`config.mk`:
```
export PLATFORM = sky130hd
export DESIGN_NAME = ebbi_bus
export DESIGN_NICKNAME = d
export VERILOG_FILES = /design/src/rtl/ebbi_pkg.sv /design/src/rtl/ebbi_bus.sv
export SDC_FILE = /design/constraint.sdc
export NUM_CORES = 1
export LEC_CHECK = 0
export BUFFER_PORTS_ARGS = -buffer_cell sky130_fd_sc_hd__buf_2
export CORE_MARGIN = 2
export CORE_UTILIZATION = 57
export DETAILED_ROUTE_END_ITERATION = 8
export MAX_ROUTING_LAYER = met4
export PLACE_DENSITY = 0.95
export SYNTH_ARGS = -nofsm -noshare
export SYNTH_HDL_FRONTEND = slang
export SYNTH_SLANG_ARGS = --single-unit
```
`constraint.sdc`:
```
create_clock -name ref_clk -period 6.05 [get_ports ref_clk]
set_input_delay 0.9075 -clock ref_clk [delete_from_list [all_inputs] [get_ports ref_clk]]
set_output_delay 0.9075 -clock ref_clk [all_outputs]
set_load 0.05 [all_outputs]
```
`src/rtl/ebbi_pkg.sv`:
```
// Package of constants and types for the external bus bank interface
package ebbi_pkg;
    localparam int ADDR_W = 27;
    localparam int DATA_W = 32;
    localparam int BANKS = 8;
    localparam int BANK_SEL_W = 3;
    localparam int CYC_W = 4;
    localparam int SIZE_W = 5;
    // Boot configuration codes
    localparam logic [1:0] BOOT_NAND = 2'h0;
    localparam logic [1:0] BOOT_B0_16 = 2'h1;
    localparam logic [1:0] BOOT_B0_32 = 2'h2;
    localparam logic [1:0] BOOT_TEST = 2'h3;
    // Bus width codes
    localparam logic [1:0] WIDTH_8 = 2'h0;
    localparam logic [1:0] WIDTH_16 = 2'h1;
    localparam logic [1:0] WIDTH_32 = 2'h2;
    // Bank region: each bank spans 2**27 bytes of the 30-bit system space
    localparam int BANK_LSB = 27;
    localparam logic [CYC_W-1:0] CYC_MIN = 4'h1;
    localparam logic [SIZE_W-1:0] SIZE_FULL = 5'h1B;
    typedef enum logic [2:0] {
        EBBI_IDLE = 3'b000,
        EBBI_ACCESS = 3'b001,
        EBBI_WAIT = 3'b010,
        EBBI_DONE = 3'b011,
        EBBI_HELD = 3'b100
    } ebbi_state_e;
endpackage

```
`src/rtl/ebbi_bus.sv`:
```
// External bus bank interface: address/data/strobe sequencer with boot straps and bus hold
// Functional notes
// - Sample boot pins after reset release; pick boot, bank0 width
// - Drive 27-bit in-bank address
// - Data bus input on read, output on write
// - Bus width selectable 8, 16 or 32
// - Assert only the addressed bank select
// - Access cycles and bank size programmable
// - Write strobe low marks write cycle
// - Read strobe low marks read cycle
// - Grant only after releasing the bus
// - Wait low holds current cycle open
module ebbi_bus
    import ebbi_pkg::*;
(
    // Clock and reset
    input wire logic ref_clk,
    input wire logic rst_n,
    // Boot straps
    input wire logic [1:0] boot_config_pins,
    output logic nand_boot,
    output logic test_mode,
    // Internal request port
    input wire logic req_valid,
    output logic req_ready,
    input wire logic req_write,
    input wire logic [BANK_SEL_W+ADDR_W-1:0] req_addr,
    input wire logic [DATA_W-1:0] req_wdata,
    output logic rsp_valid,
    output logic [DATA_W-1:0] rsp_rdata,
    // Configuration per bank (bank 0 width comes from straps)
    input wire logic [2*BANKS-1:0] bank_width,
    input wire logic [CYC_W*BANKS-1:0] bank_cycles,
    input wire logic [SIZE_W*BANKS-1:0] bank_size,
    // External memory bus
    output logic [ADDR_W-1:0] mem_addr,
    input wire logic [DATA_W-1:0] mem_data_in,
    output logic [DATA_W-1:0] mem_data_out,
    output logic mem_data_oe,
    output logic [BANKS-1:0] bank_select_n,
    output logic write_strobe_n,
    output logic read_strobe_n,
    output logic bus_drive_oe,
    input wire logic cycle_extend_n,
    input wire logic bus_hold_request_n,
    output logic bus_hold_grant_n
);
    import ebbi_pkg::*;

    // ******************************
    // Pin synchronisers
    // ******************************
    logic [1:0] wait_sync, hold_sync, boot_s1, boot_s2;
    logic [1:0] next_wait_sync, next_hold_sync;
    always_comb begin
        next_wait_sync = {wait_sync[0], cycle_extend_n};
        next_hold_sync = {hold_sync[0], bus_hold_request_n};
    end
    always_ff @(posedge ref_clk or negedge rst_n) begin
        if (!rst_n) begin
            wait_sync <= 2'h3;
            hold_sync <= 2'h3;
            boot_s1 <= 2'h0;
            boot_s2 <= 2'h0;
        end else begin
            wait_sync <= next_wait_sync;
            hold_sync <= next_hold_sync;
            boot_s1 <= boot_config_pins;
            boot_s2 <= boot_s1;
        end
    end
    logic wait_low, hold_req;
    assign wait_low = !wait_sync[1];
    assign hold_req = !hold_sync[1];

    // ******************************
    // Boot strap capture
    // ******************************
    // Straps are tracked for the first four cycles after reset, then frozen;
    // the board holds them steady through reset.
    logic [1:0] boot_code, next_boot_code;
    logic boot_frozen, next_boot_frozen;
    logic [1:0] settle, next_settle;
    always_comb begin
        next_settle = settle;
        next_boot_code = boot_code;
        next_boot_frozen = boot_frozen;
        if (!boot_frozen) begin
            next_settle = settle + 2'h1;
            next_boot_code = boot_s2;
            if (settle == 2'h3) begin
                next_boot_frozen = 1'b1;
            end
        end
    end
    always_ff @(posedge ref_clk or negedge rst_n) begin
        if (!rst_n) begin
            boot_code <= BOOT_B0_16;
            boot_frozen <= 1'b0;
            settle <= 2'h0;
        end else begin
            boot_code <= next_boot_code;
            boot_frozen <= next_boot_frozen;
            settle <= next_settle;
        end
    end
    // Test mode is reported only; the board must never strap it
    assign test_mode = (boot_code == BOOT_TEST);
    assign nand_boot = (boot_code == BOOT_NAND);

    // ******************************
    // Bank decode and width
    // ******************************
    logic [BANK_SEL_W-1:0] bank_idx;
    logic [BANKS-1:0] bank_hit;
    logic [ADDR_W-1:0] offset;
    assign bank_idx = req_addr[BANK_SEL_W+ADDR_W-1:BANK_LSB];
    genvar g;
    generate
        for (g = 0; g < BANKS; g++) begin : g_dec
            logic [SIZE_W-1:0] sz;
            logic in_size;
            assign sz = bank_size[g*SIZE_W +: SIZE_W];
            // Bank occupies the low 2**size bytes of its 128 MB slot
            assign in_size = (sz >= SIZE_FULL) ||
                ((req_addr[ADDR_W-1:0] >> sz) == '0);
            assign bank_hit[g] = (bank_idx == BANK_SEL_W'(g)) && in_size;
        end
    endgenerate
    assign offset = req_addr[ADDR_W-1:0];

    logic [1:0] sel_width;
    logic [CYC_W-1:0] sel_cycles;
    always_comb begin
        sel_cycles = bank_cycles[bank_idx*CYC_W +: CYC_W];
        if (sel_cycles < CYC_MIN) begin
            sel_cycles = CYC_MIN;
        end
        if (bank_idx == '0) begin
            sel_width = (boot_code == BOOT_B0_32) ? WIDTH_32 : WIDTH_16;
        end else begin
            sel_width = bank_width[2*bank_idx +: 2];
        end
    end

    // ******************************
    // Bus cycle sequencer
    // ******************************
    ebbi_state_e state, next_state;
    logic [CYC_W-1:0] cnt, next_cnt;
    logic [ADDR_W-1:0] next_mem_addr;
    logic [DATA_W-1:0] next_mem_data_out, next_rsp_rdata;
    logic [BANKS-1:0] next_bank_select_n;
    logic next_we_n, next_oe_n, next_data_oe, next_rsp_valid, is_write, next_is_write;
    logic [1:0] width_q, next_width_q;
    logic next_grant_n, next_bus_oe;

    assign req_ready = (state == EBBI_IDLE) && boot_frozen && !hold_req;

    always_comb begin
        next_state = state;
        next_cnt = cnt;
        next_mem_addr = mem_addr;
        next_mem_data_out = mem_data_out;
        next_rsp_rdata = rsp_rdata;
        next_bank_select_n = bank_select_n;
        next_we_n = write_strobe_n;
        next_oe_n = read_strobe_n;
        next_data_oe = mem_data_oe;
        next_rsp_valid = 1'b0;
        next_is_write = is_write;
        next_width_q = width_q;
        next_grant_n = bus_hold_grant_n;
        next_bus_oe = bus_drive_oe;
        case (state)
            EBBI_IDLE: begin
                if (hold_req && boot_frozen) begin
                    // Release every driven pin first, grant a cycle later
                    next_bus_oe = 1'b0;
                    next_data_oe = 1'b0;
                    next_state = EBBI_HELD;
                end else if (req_valid && req_ready) begin
                    next_mem_addr = offset;
                    next_bank_select_n = ~bank_hit;
                    next_is_write = req_write;
                    next_width_q = sel_width;
                    next_we_n = !req_write;
                    next_oe_n = req_write;
                    next_data_oe = req_write;
                    next_mem_data_out = req_wdata;
                    next_cnt = sel_cycles;
                    next_state = EBBI_ACCESS;
                end
            end
            EBBI_ACCESS: begin
                if (cnt > CYC_MIN) begin
                    next_cnt = cnt - CYC_MIN;
                end else begin
                    next_state = EBBI_WAIT;
                end
            end
            EBBI_WAIT: begin
                if (!wait_low) begin
                    if (!is_write) begin
                        case (width_q)
                            WIDTH_8: next_rsp_rdata = {24'h000000, mem_data_in[7:0]};
                            WIDTH_16: next_rsp_rdata = {16'h0000, mem_data_in[15:0]};
                            default: next_rsp_rdata = mem_data_in;
                        endcase
                    end
                    next_we_n = 1'b1;
                    next_oe_n = 1'b1;
                    next_bank_select_n = '1;
                    next_state = EBBI_DONE;
                end
            end
            EBBI_DONE: begin
                next_data_oe = 1'b0;
                next_rsp_valid = 1'b1;
                next_state = EBBI_IDLE;
            end
            EBBI_HELD: begin
                next_grant_n = !hold_req;
                if (!hold_req) begin
                    next_bus_oe = 1'b1;
                    next_state = EBBI_IDLE;
                end
            end
            default: next_state = EBBI_IDLE;
        endcase
    end

    always_ff @(posedge ref_clk or negedge rst_n) begin
        if (!rst_n) begin
            state <= EBBI_IDLE;
            cnt <= '0;
            mem_addr <= '0;
            mem_data_out <= '0;
            rsp_rdata <= '0;
            bank_select_n <= '1;
            write_strobe_n <= 1'b1;
            read_strobe_n <= 1'b1;
            mem_data_oe <= 1'b0;
            rsp_valid <= 1'b0;
            is_write <= 1'b0;
            width_q <= WIDTH_32;
            bus_hold_grant_n <= 1'b1;
            bus_drive_oe <= 1'b1;
        end else begin
            state <= next_state;
            cnt <= next_cnt;
            mem_addr <= next_mem_addr;
            mem_data_out <= next_mem_data_out;
            rsp_rdata <= next_rsp_rdata;
            bank_select_n <= next_bank_select_n;
            write_strobe_n <= next_we_n;
            read_strobe_n <= next_oe_n;
            mem_data_oe <= next_data_oe;
            rsp_valid <= next_rsp_valid;
            is_write <= next_is_write;
            width_q <= next_width_q;
            bus_hold_grant_n <= next_grant_n;
            bus_drive_oe <= next_bus_oe;
        end
    end

    // ******************************
    // Checks
    // ******************************
    one_select_a: assert property (@(posedge ref_clk) disable iff (!rst_n)
        $countones(~bank_select_n) <= 1)
        else $error("more than one bank select active");
    grant_released_a: assert property (@(posedge ref_clk) disable iff (!rst_n)
        !bus_hold_grant_n |-> !bus_drive_oe && !mem_data_oe && (&bank_select_n))
        else $error("grant given while bus still driven");
    strobe_excl_a: assert property (@(posedge ref_clk) disable iff (!rst_n)
        !write_strobe_n |-> read_strobe_n && mem_data_oe)
        else $error("write strobe without data drive");
    read_strobe_a: assert property (@(posedge ref_clk) disable iff (!rst_n)
        !read_strobe_n |-> !mem_data_oe && write_strobe_n)
        else $error("read strobe with data driven");
    wait_hold_a: assert property (@(posedge ref_clk) disable iff (!rst_n)
        (state == EBBI_WAIT) && wait_low |=> (state == EBBI_WAIT))
        else $error("cycle ended while wait low");
    cycle_len_a: assert property (@(posedge ref_clk) disable iff (!rst_n)
        (state == EBBI_IDLE) && req_valid && req_ready && !hold_req && (sel_cycles == CYC_MIN)
        |=> (state == EBBI_ACCESS) ##1 (state == EBBI_WAIT))
        else $error("access length not as programmed");
    hold_finish_a: assert property (@(posedge ref_clk) disable iff (!rst_n)
        (state == EBBI_HELD) && !hold_req |=> bus_hold_grant_n && (state == EBBI_IDLE))
        else $error("bus not resumed after release");
    addr_drive_a: assert property (@(posedge ref_clk) disable iff (!rst_n)
        (state == EBBI_IDLE) && req_valid && req_ready && !hold_req
        |=> mem_addr == $past(req_addr[ADDR_W-1:0]))
        else $error("address not driven");
    boot_width_a: assert property (@(posedge ref_clk) disable iff (!rst_n)
        boot_frozen && (boot_code == BOOT_B0_32) && (bank_idx == '0) |-> sel_width == WIDTH_32)
        else $error("bank0 width not from straps");
endmodule

```
==> impl_metrics.py, run 1 <==
metrics = {
    "setup_path": {
        "critical_path.cell_chain": "nor3b_1 -> nand2_2 -> buf_4 -> nor2_1 -> nand3b_1 -> nor3_1 -> o2111ai_1 -> o32a_1",
        "endpoint": "bank_select_n[1]$_DFFE_PN1P_",
        "reg2reg_to": "bank_select_n[1]$_DFFE_PN1P_",
        "critical_path_depth": 8,
        "rrSetupSlack_ps": 2830,
        "critPathLaunch": "boot_frozen$_DFF_PN0_",
        "crit_slowest_cell": "nor2_1",
        "path_max_fanout": 53,
        "r2r-start": "boot_frozen$_DFF_PN0_",
        "rr_worst_depth": 8,
        "cp_top_family": "simple AND/OR/NAND/NOR gates",
        "cp-start-kind": "flop",
        "crit_buf_inv": 1,
        "worst_ep_required_time_ps": 6400,
        "end_kind": "flop",
        "critPathArrivalTime_ps": 3570,
        "critical_path.max_stage_delay_ps": 580,
        "critPathKind": "reg -> reg",
    },
    "layout": {
        "mostFrequentLayoutCells": "nand2_1 (295), buf_2 (294), dfrtp_1 (110), a21oi_1 (71), nor2_1 (61)",
        "fin_util": 0.691,
        "final_common_cell": "nand2_1",
        "drive_gt1_frac": 0.270,
        "syn_to_final_growth_pct": 19.2,
        "fin_nets": 1674,
        "stdcell_area_mm2": 0.0119,
    },
    "synth": {
        "async_flop_share": 1.00,
        "synth_enable_flop_cells": 0,
        "yosys_warnings": 0,
        "synth_cell_types": 75,
        "synth_flop_cell": "dfrtp_1",
        "synth_nets": 1482,
        "mappedNetlistArea_mm2": 0.00995,
        "syn_avg_cell_area_um2": 7.72,
        "syn_inst": 1289,
        "synth_seq_cells": 128,
        "synth-seq-area-share": 0.324,
    },
    "detailed_routing": {
        "vias": 11300,
        "drt-wirelength-per-cell_um": 20.5,
        "firstDrtPassIters": 6,
        "dr.first_iter.drc_count": 1465,
        "drc": 0,
        "avgViaCountPerCell": 6.52,
        "antenna_left": 0,
        "wl_mm": 35.4,
    },
    "sta": {
        "period_share": 0.532,
        "slew_violations": 0,
        "rsz0062_at_grt": "no",
        "setup_viol": 0,
        "max_freq_mhz": 311,
        "hold_violations": 0,
        "relSlewSlack": 0.244,
        "finClkSkew_ps": 13.3,
        "fin_crit_ps": 3220,
        "tightestPinTransition_ps": 1130,
        "fin_hold_ws_ps": 351,
        "timing.setup.tns_ps": 0,
    },
    "floorplanning": {
        "dieArea_mm2": 0.0185,
        "fp.dieH_um": 136,
        "placementRows": 48,
        "start_util": 0.579,
        "dieWidth_um": 136,
        "boundaryPins": 298,
        "core_mm2": 0.0172,
    },
    "clock_tree": {
        "cts.reportedPaths.clkPinSlew_ps": 60,
        "clock-root-buffer": "clkbuf_16",
        "cts_hold_buf": 0,
        "cts_max_path_buffers": 2,
        "cts.sinks": 128,
        "cts.repair.resized": 0,
        "cts_buffers": 17,
        "clock_latency_ps": 420,
        "cts_tree": "done",
        "cts_setup_buffers": 0,
        "htreeDepth": 4,
    },
    "global_routing": {
        "met2_usage": 0.578,
        "grt_pass1_vias": 10300,
        "antenna_found_initial": 9,
        "use_met3": 0.109,
        "grt_use_met1": 0.449,
        "busiest_layer": "met2",
        "grt_max_degree": 73,
        "grt.total_usage": 0.381,
        "grt_pass1_wl_mm": 53.5,
        "overflow": 0,
    },
    "placement": {
        "portBuffers": 295,
        "gp_congestion": 0.969,
        "place_area_mm2": 0.0113,
        "hpwl_mm": 23.7,
    },
    "power": {
        "power_density_mw_per_mm2": 403,
        "peakVddDrop_uv": 411,
        "leakagePower_nw": 5.62,
    },
    "job": {
        "max_cap_violations": 0,
    },
    "worst_hold_path": {
        "hold_depth": 0,
        "min_path_type": "reg -> reg",
        "hp-start": "hold_sync[0]$_DFF_PN1_",
    },
    "outcome": {
        "status": "finished, final reports clean",
    },
}
==> power by group <==
group | internal [mW] | total [mW] | switching, mW
registers | 1.20 | 1.41 | 0.216
clock network | 0.617 | 1.01 | 0.392
logic | 0.540 | 2.36 | 1.82
total | 2.35 | 4.78 | 2.43
==> per-layer routing <==
metal  vias up  wire length [µm]
li1       5039                 -
met1      5242             12500
met2       809             16400
met3       182              4420
met4         0              2080
met5         -                 0
==> synth_stat cells, drive strengths merged, types with 7 or more instances <==
cell type	count	area [µm²]
a32oi	8	70.1
a2111oi	18	158
nor3	39	195
mux2	30	338
buf	28	129
a31oi	12	75.1
clkbuf	98	368
nor3b	13	97.6
nor2b	37	231
nand3	49	245
dfrtp	110	2750
a211oi	32	240
o22ai	9	56.3
inv	36	135
a211o	14	123
o2111ai	8	70.1
mux2i	40	400
nand2	296	1110
o21ai	60	300
nand2b	13	81.3
and2	14	90.1
mux4	14	315
nor2	61	229
or3	8	50.1
nor4	11	68.8
a221o	7	70.1
dfstp	18	473
and3	7	43.8
a21oi	71	355
o211ai	11	82.6
==> flip-flops by register name, indices dropped and copies added, names as in the netlist <==
register and count:
mem_data_out 32, rsp_rdata 32, mem_addr 27, bank_select_n 8
cnt 4, state 3, boot_code 2, boot_s1 2
boot_s2 2, hold_sync 2, settle 2, wait_sync 2
width_q 2, boot_frozen 1, bus_drive_oe 1, bus_hold_grant_n 1
is_write 1, mem_data_oe 1, read_strobe_n 1, rsp_valid 1
write_strobe_n 1
==> how the worst min path moves through the flow <==
stage	slack (ps)	end
finish	350	hold_sync[1]$_DFF_PN1_
floorplan	330	boot_s2[0]$_DFF_PN0_
CTS	350	hold_sync[1]$_DFF_PN1_
global placement	330	boot_s2[1]$_DFF_PN0_
detailed placement	340	boot_s2[0]$_DFF_PN0_
global route	360	hold_sync[1]$_DFF_PN1_
==> kinds of logic after synthesis <==
family	synth area share
simple gates	0.269
compound gates	0.226
buf+inv	0.0646
flops	0.324
mux	0.106
xor+xnor	0.00616
fa+ha+maj	0.00377
==> per-stage QoR <==
step / std cells / power, mW / worst slack [ps]
after CTS: 1718 / 4.75 / 2900
after global placement: 1687 / 3.65 / 2670
final: 1728 / 4.78 / 2830
after global routing: 1727 / 4.99 / 2580
after floorplan: 1289 / 3.08 / 3110
after detailed placement: 1687 / 3.72 / 2670
==> final cells by class <==
cell class / instances / area [µm²]
flip-flops and latches: 128 / 3230
fillers: 1362 / 5320
clock inverters: 12 / 134
clock buffers: 19 / 443
inverters: 39 / 146
diodes: 10 / 25.0
repair buffers: 299 / 1510
well taps: 225 / 282
multi-input cells: 996 / 6090
(Power assumes the default switching activity.)
==> inputs of run 2 (changes only) <==
- CORE_UTILIZATION: 57 -> 48
- PLACE_DENSITY: 0.95 -> 0.87
- clock period: 6.05 -> 2.8 ns (I/O delays scaled with it)
==> run 2 against run 1 <==
  * The run now ends with hold timing left
  * Combinational power is 120% higher
  * Non-clock buffer count up 42
  * Critical endpoint unchanged
  * Critical path depth fell by 1
  * Total power is 110% higher
  * Worst hold slack worse by 380 ps
  * Largest power group unchanged
  * Design area increased by 3.5%
  * Worst setup slack lost 2400 ps
  * Critical path type unchanged
==> impl_metrics.py, run 2 (synthesis results as in run 1) <==
metrics = {
    "outcome": {
        "status": "finished, violations left",
        "failed_checks": "hold timing",
    },
    "floorplanning": {
        "placementRows": 52,
        "dieArea_mm2": 0.0219,
        "core_mm2": 0.0203,
        "start_util": 0.490,
        "dieWidth_um": 148,
        "boundaryPins": 298,
        "fp.dieH_um": 148,
    },
    "clock_tree": {
        "clock-root-buffer": "clkbuf_16",
        "cts_tree": "done",
        "cts.sinks": 128,
        "cts.repair.resized": 0,
        "cts.reportedPaths.clkPinSlew_ps": 70,
        "cts_hold_buf": 0,
        "cts_setup_buffers": 0,
        "cts_max_path_buffers": 2,
        "cts_buffers": 17,
        "htreeDepth": 4,
        "clock_latency_ps": 420,
    },
    "power": {
        "leakagePower_nw": 5.84,
        "power_density_mw_per_mm2": 837,
        "peakVddDrop_uv": 402,
    },
    "sta": {
        "max_freq_mhz": 423,
        "period_share": 0.845,
        "tightestPinTransition_ps": 793,
        "fin_ws_ps": 434,
        "setup_viol": 0,
        "relSlewSlack": 0.458,
        "slew_violations": 0,
        "fin_hold_ws_ps": -29.1,
        "timing.setup.tns_ps": 0,
        "rsz0062_at_grt": "no",
        "hold_violations": 5,
        "finClkSkew_ps": 13.8,
        "fin_crit_ps": 2370,
    },
    "setup_path": {
        "end_kind": "flop",
        "worst_ep_required_time_ps": 3150,
        "critPathKind": "reg -> reg",
        "critical_path.max_stage_delay_ps": 530,
        "critPathArrivalTime_ps": 2710,
        "path_max_fanout": 9,
        "critical_path.cell_chain": "nor3b_1 -> nand2_2 -> nor2_1 -> nand3b_1 -> nor3_1 -> o2111ai_1 -> o32a_1",
        "cp-start-kind": "flop",
        "crit_slowest_cell": "dfrtp_1",
    },
    "job": {
        "max_cap_violations": 0,
    },
    "global_routing": {
        "overflow": 0,
        "grt_max_degree": 62,
        "antenna_found_initial": 6,
        "grt_pass1_vias": 10500,
        "grt_pass1_wl_mm": 55.2,
        "grt.total_usage": 0.327,
    },
    "layout": {
        "mostFrequentLayoutCells": "nand2_1 (295), buf_2 (294), dfrtp_1 (110), a21oi_1 (71), nor2_1 (61)",
        "final_common_cell": "nand2_1",
        "drive_gt1_frac": 0.291,
        "nFillCells": 1764,
        "layout.cells.non_filler": 1814,
        "stdcell_area_mm2": 0.0123,
        "fin_util": 0.605,
        "fin_nets": 1716,
        "top_regs": "mem_data_out (32), rsp_rdata (32), mem_addr (27)",
        "syn_to_final_growth_pct": 23.4,
    },
    "placement": {
        "hpwl_mm": 25.6,
        "dp.cells": 1774,
        "portBuffers": 295,
        "gp_congestion": 1.03,
        "place_area_mm2": 0.0117,
        "pre_cts_slack_ps": 112,
    },
    "detailed_routing": {
        "firstDrtPassIters": 6,
        "dr.first_iter.drc_count": 1035,
        "wl_mm": 35.7,
        "avgViaCountPerCell": 6.18,
        "drt-wirelength-per-cell_um": 19.7,
        "vias": 11200,
        "drc": 0,
        "antenna_left": 0,
    },
    "worst_hold_path": {
        "min_path_type": "in -> async",
    },
}
## run 2: cell count changes in the layout (fill, tap and decap cells not counted), moves of 3 or more
cell / before / now
buf_12: 0 / 3
buf_4: 4 / 43
clkinv_2: 3 / 0
clkinv_8: 0 / 4
inv_6: 3 / 6
## run 2: power breakdown
| part | switching, mW | leakage, nW | internal, mW |
|---|---|---|---|
| sequential | 0.437 | 1.56 | 2.58 |
| clock | 0.988 | 0.285 | 1.19 |
| combinational | 3.86 | 3.99 | 1.23 |
## run 2: layout make-up
| cell class | instances | area [µm²] | area share |
|---|---|---|---|
| antenna | 8 | 20.0 | 0.00163 |
| clock buffer | 17 | 425 | 0.0346 |
| clock inverter | 15 | 165 | 0.0135 |
| inverter | 39 | 146 | 0.0119 |
| multi-input combinational | 996 | 6090 | 0.496 |
| sequential | 128 | 3230 | 0.263 |
| tap | 270 | 338 | 0.0275 |
| timing repair buffer | 341 | 1870 | 0.152 |
## run 2: stage by stage
step | hold WS (ps) | power [mW]
global route | 7.54 | 10.8
finish | -29.1 | 10.3
global placement | 335 | 7.97
detailed placement | 346 | 8.10
floorplan | 124 | 6.66
CTS | 14.6 | 10.3
## run 2: per-layer routing
metal / share of wire / global-route usage / wire, µm
met5: 0 / - / 0
met3: 0.11 / 0.0698 / 3910
met4: 0.046 / 0.154 / 1630
met2: 0.48 / 0.530 / 17100
met1: 0.37 / 0.389 / 13100
## run 2: path summary, 6_finish.rpt
path,cells past startpoint,slack (ps),start,end
min,1,-30,rst_n,mem_addr[10]$_DFFE_PN0P_
max in group asynchronous,2,1970,rst_n,boot_code[0]$_DFFE_PN1N_
min in group ref_clk,1,110,boot_config_pins[1],boot_s1[1]$_DFF_PN0_
min reg2reg,0,360,hold_sync[0]$_DFF_PN1_,hold_sync[1]$_DFF_PN1_
max reg2reg,7,430,boot_frozen$_DFF_PN0_,bank_select_n[1]$_DFFE_PN1P_
max,7,430,boot_frozen$_DFF_PN0_,bank_select_n[1]$_DFFE_PN1P_
## run 2: critical path, delay by kind of cell, from the launching register on
family / cells / cell delay, ps
simple gates: 5 / 1260
compound gates: 2 / 500
flops: 1 / 530
==> inputs of run 3 (changes only) <==
- ABC_AREA: default -> 1
- CORE_UTILIZATION: 48 -> 57
- PLACE_DENSITY: 0.87 -> 0.92
- clock period: 2.8 -> 2.3 ns (I/O delays scaled with it)
==> run 3 against run 2 <==
  * The run now ends clean
  * Combinational power is 51% higher
  * Critical path depth is 3 lower
  * Die area is 15% higher
  * Sequential share of layout area is 5.9 points lower
  * Utilization is 7.0 points higher
  * Highest routed layer unchanged
==> impl_metrics.py, run 3 <==
metrics = {
    "outcome": {
        "status": "finished, final reports clean",
    },
    "layout": {
        "syn_to_final_growth_pct": 16.2,
        "fin_util": 0.675,
        "fin_nets": 2917,
        "stdcell_area_mm2": 0.0158,
        "final_common_cell": "nand2_1",
        "nFillCells": 2074,
        "top_regs": "mem_data_out (32), rsp_rdata (32), mem_addr (27)",
        "mostFrequentLayoutCells": "nand2_1 (1174), nand3_1 (499), buf_2 (294), nor2_1 (139), inv_1 (117)",
        "drive_gt1_frac": 0.153,
    },
    "setup_path": {
        "critical_path.max_stage_delay_ps": 430,
        "crit_slowest_cell": "dfrtp_1",
        "cp-start-kind": "flop",
        "critPathKind": "reg -> out",
        "critical_path.cell_chain": "nor2_2 -> nand2_1 -> nor3_4 -> buf_2",
        "crit_buf_inv": 1,
        "cp_top_family": "simple AND/OR/NAND/NOR gates",
        "critPathArrivalTime_ps": 1880,
        "end_kind": "primary output",
        "path_max_fanout": 4,
        "worst_ep_required_time_ps": 1960,
    },
    "sta": {
        "hold_violations": 0,
        "period_share": 0.969,
        "fin_ws_ps": 72.3,
        "fin_crit_ps": 2230,
        "max_freq_mhz": 449,
        "tightestPinTransition_ps": 919,
        "finClkSkew_ps": 10.4,
        "relSlewSlack": 0.387,
        "setup_viol": 0,
        "slew_violations": 0,
    },
    "floorplanning": {
        "fp.dieH_um": 159,
        "start_util": 0.581,
        "dieArea_mm2": 0.0252,
        "placementRows": 56,
        "core_mm2": 0.0235,
        "boundaryPins": 298,
        "dieWidth_um": 159,
    },
    "clock_tree": {
        "cts_max_path_buffers": 2,
        "htreeDepth": 4,
        "cts_setup_buffers": 0,
        "clock_latency_ps": 430,
        "cts.sinks": 128,
        "cts.reportedPaths.clkPinSlew_ps": 70,
        "cts_tree": "done",
        "clock-root-buffer": "clkbuf_16",
        "cts_buffers": 17,
    },
    "placement": {
        "pre_cts_slack_ps": 156,
        "hpwl_mm": 36.3,
        "gp_congestion": 1.10,
        "portBuffers": 295,
        "place_area_mm2": 0.0152,
    },
    "detailed_routing": {
        "vias": 18100,
        "wl_mm": 50.9,
        "drc": 0,
        "firstDrtPassIters": 8,
        "dr.first_iter.drc_count": 2087,
        "antenna_left": 0,
        "drt-wirelength-per-cell_um": 16.6,
        "avgViaCountPerCell": 5.91,
    },
    "synth": {
        "yosys_warnings": 0,
        "synth_seq_cells": 128,
        "syn_avg_cell_area_um2": 5.42,
        "synth_cell_types": 45,
        "synth_enable_flop_cells": 0,
        "synth-seq-area-share": 0.237,
        "synth_common_cells": "nand2_1 (1175), nand3_1 (499), nor2_1 (140)",
        "syn_inst": 2516,
        "synth_area_leaders": "nand2_1 (32%), dfrtp_1 (20%), nand3_1 (18%)",
        "synth_nets": 2709,
        "yosysTopAreaCell": "nand2_1",
        "async_flop_share": 1.00,
        "synth.top_cell.area_share": 0.324,
        "yosysMostFrequentCell": "nand2_1",
        "synth_flop_cell": "dfrtp_1",
        "mappedNetlistArea_mm2": 0.0136,
    },
    "power": {
        "power_density_mw_per_mm2": 907,
        "power_mw": 14.4,
        "peakVddDrop_uv": 845,
        "leakagePower_nw": 8.97,
    },
    "global_routing": {
        "overflow": 0,
        "grt_pass1_vias": 16200,
        "grt.total_usage": 0.410,
        "antenna_found_initial": 6,
        "grt_max_degree": 71,
        "grt_pass1_wl_mm": 79.5,
    },
    "worst_hold_path": {
        "min_path_type": "in -> reg",
    },
    "job": {
        "max_cap_violations": 0,
    },
}
==> run 3: cell count changes after synthesis, moves of 36 or more <==
cell and delta:
a21oi_1 -39, buf_2 +88, clkbuf_1 -66, inv_1 +81, nand2_1 +879, nand3_1 +450, nor2_1 +79, nor2b_1 -37
o21ai_0 +41, o21ai_1 +36
==> run 3: logic make-up (layout without fill, tap and decap cells) <==
logic type	after synthesis	count (layout)	synth area share
compound gates	206	206	0.0826
simple gates	1879	1879	0.575
mux	6	6	0.00441
other cells	0	8	0
fa+ha+maj	3	3	0.00275
buf+inv	292	513	0.0971
flops	128	128	0.237
xor+xnor	2	2	0.00129
==> run 3: path summary, 6_finish.rpt <==
| check | slack (ps) | to | startpoint | cells past startpoint |
|---|---|---|---|---|
| min | 20 | hold_sync[0]$_DFF_PN1_ | bus_hold_request_n | 1 |
| max | 70 | req_ready | state[2]$_DFFE_PN0P_ | 4 |
| max in group asynchronous | 1030 | bank_select_n[0]$_DFFE_PN1P_ | rst_n | 3 |
| max reg2reg | 100 | bank_select_n[5]$_DFFE_PN1P_ | state[2]$_DFFE_PN0P_ | 10 |
| min in group asynchronous | 500 | rsp_rdata[5]$_DFFE_PN0P_ | rst_n | 2 |
| min reg2reg | 350 | hold_sync[1]$_DFF_PN1_ | hold_sync[0]$_DFF_PN1_ | 0 |
==> run 3: area by class of cell <==
type / count / area [µm²] / area share
inverters: 134 / 508 / 0.0321
flip-flops and latches: 128 / 3230 / 0.204
multi-input cells: 2096 / 9110 / 0.575
clock buffers: 19 / 453 / 0.0286
diodes: 8 / 20.0 / 0.00126
clock inverters: 13 / 178 / 0.0112
repair buffers: 347 / 1940 / 0.123
well taps: 319 / 399 / 0.0252
==> run 3: repair_timing <==
action / CTS / global route
gates resized for setup: 0 / 5
setup endpoints to repair: 0 / 68
hold buffers: 1 / 0
endpoints found under the hold margin: 61 / 0
==> run 3: metal layers <==
layer	GRT usage	vias to the layer above	routed length [µm]
met5	-	-	0
met4	0.278	0	3410
met3	0.106	255	5900
met2	0.625	1146	23400
met1	0.474	8104	18300
li1	-	8610	-
==> run 3: power by group <==
part	total (mW)	switching, mW	internal, mW
Combinational	7.68	5.88	1.80
Clock	2.93	1.14	1.79
Sequential	3.75	0.572	3.17
==> run 3: worst reg2reg max path, cell delays in order, from the launching register on <==
cell and delay (ps):
dfrtp_1 430, nor2_2 190, nand2_1 150, nor3_4 350, nand2_8 190, nand2_1 170, nand3_1 180, inv_4 220
or2_2 140, nand2_1 50, inv_1 70
==> run 3: metrics by stage <==
step	hold slack [ps]	TNS [ps]	std cells
3_3_place_gp	334	0	3023
2_1_floorplan	49.4	0	2516
6_report	15.0	0	3064
4_1_cts	14.2	0	3056
5_1_grt	12.2	-125	3062
3_5_place_dp	348	0	3023
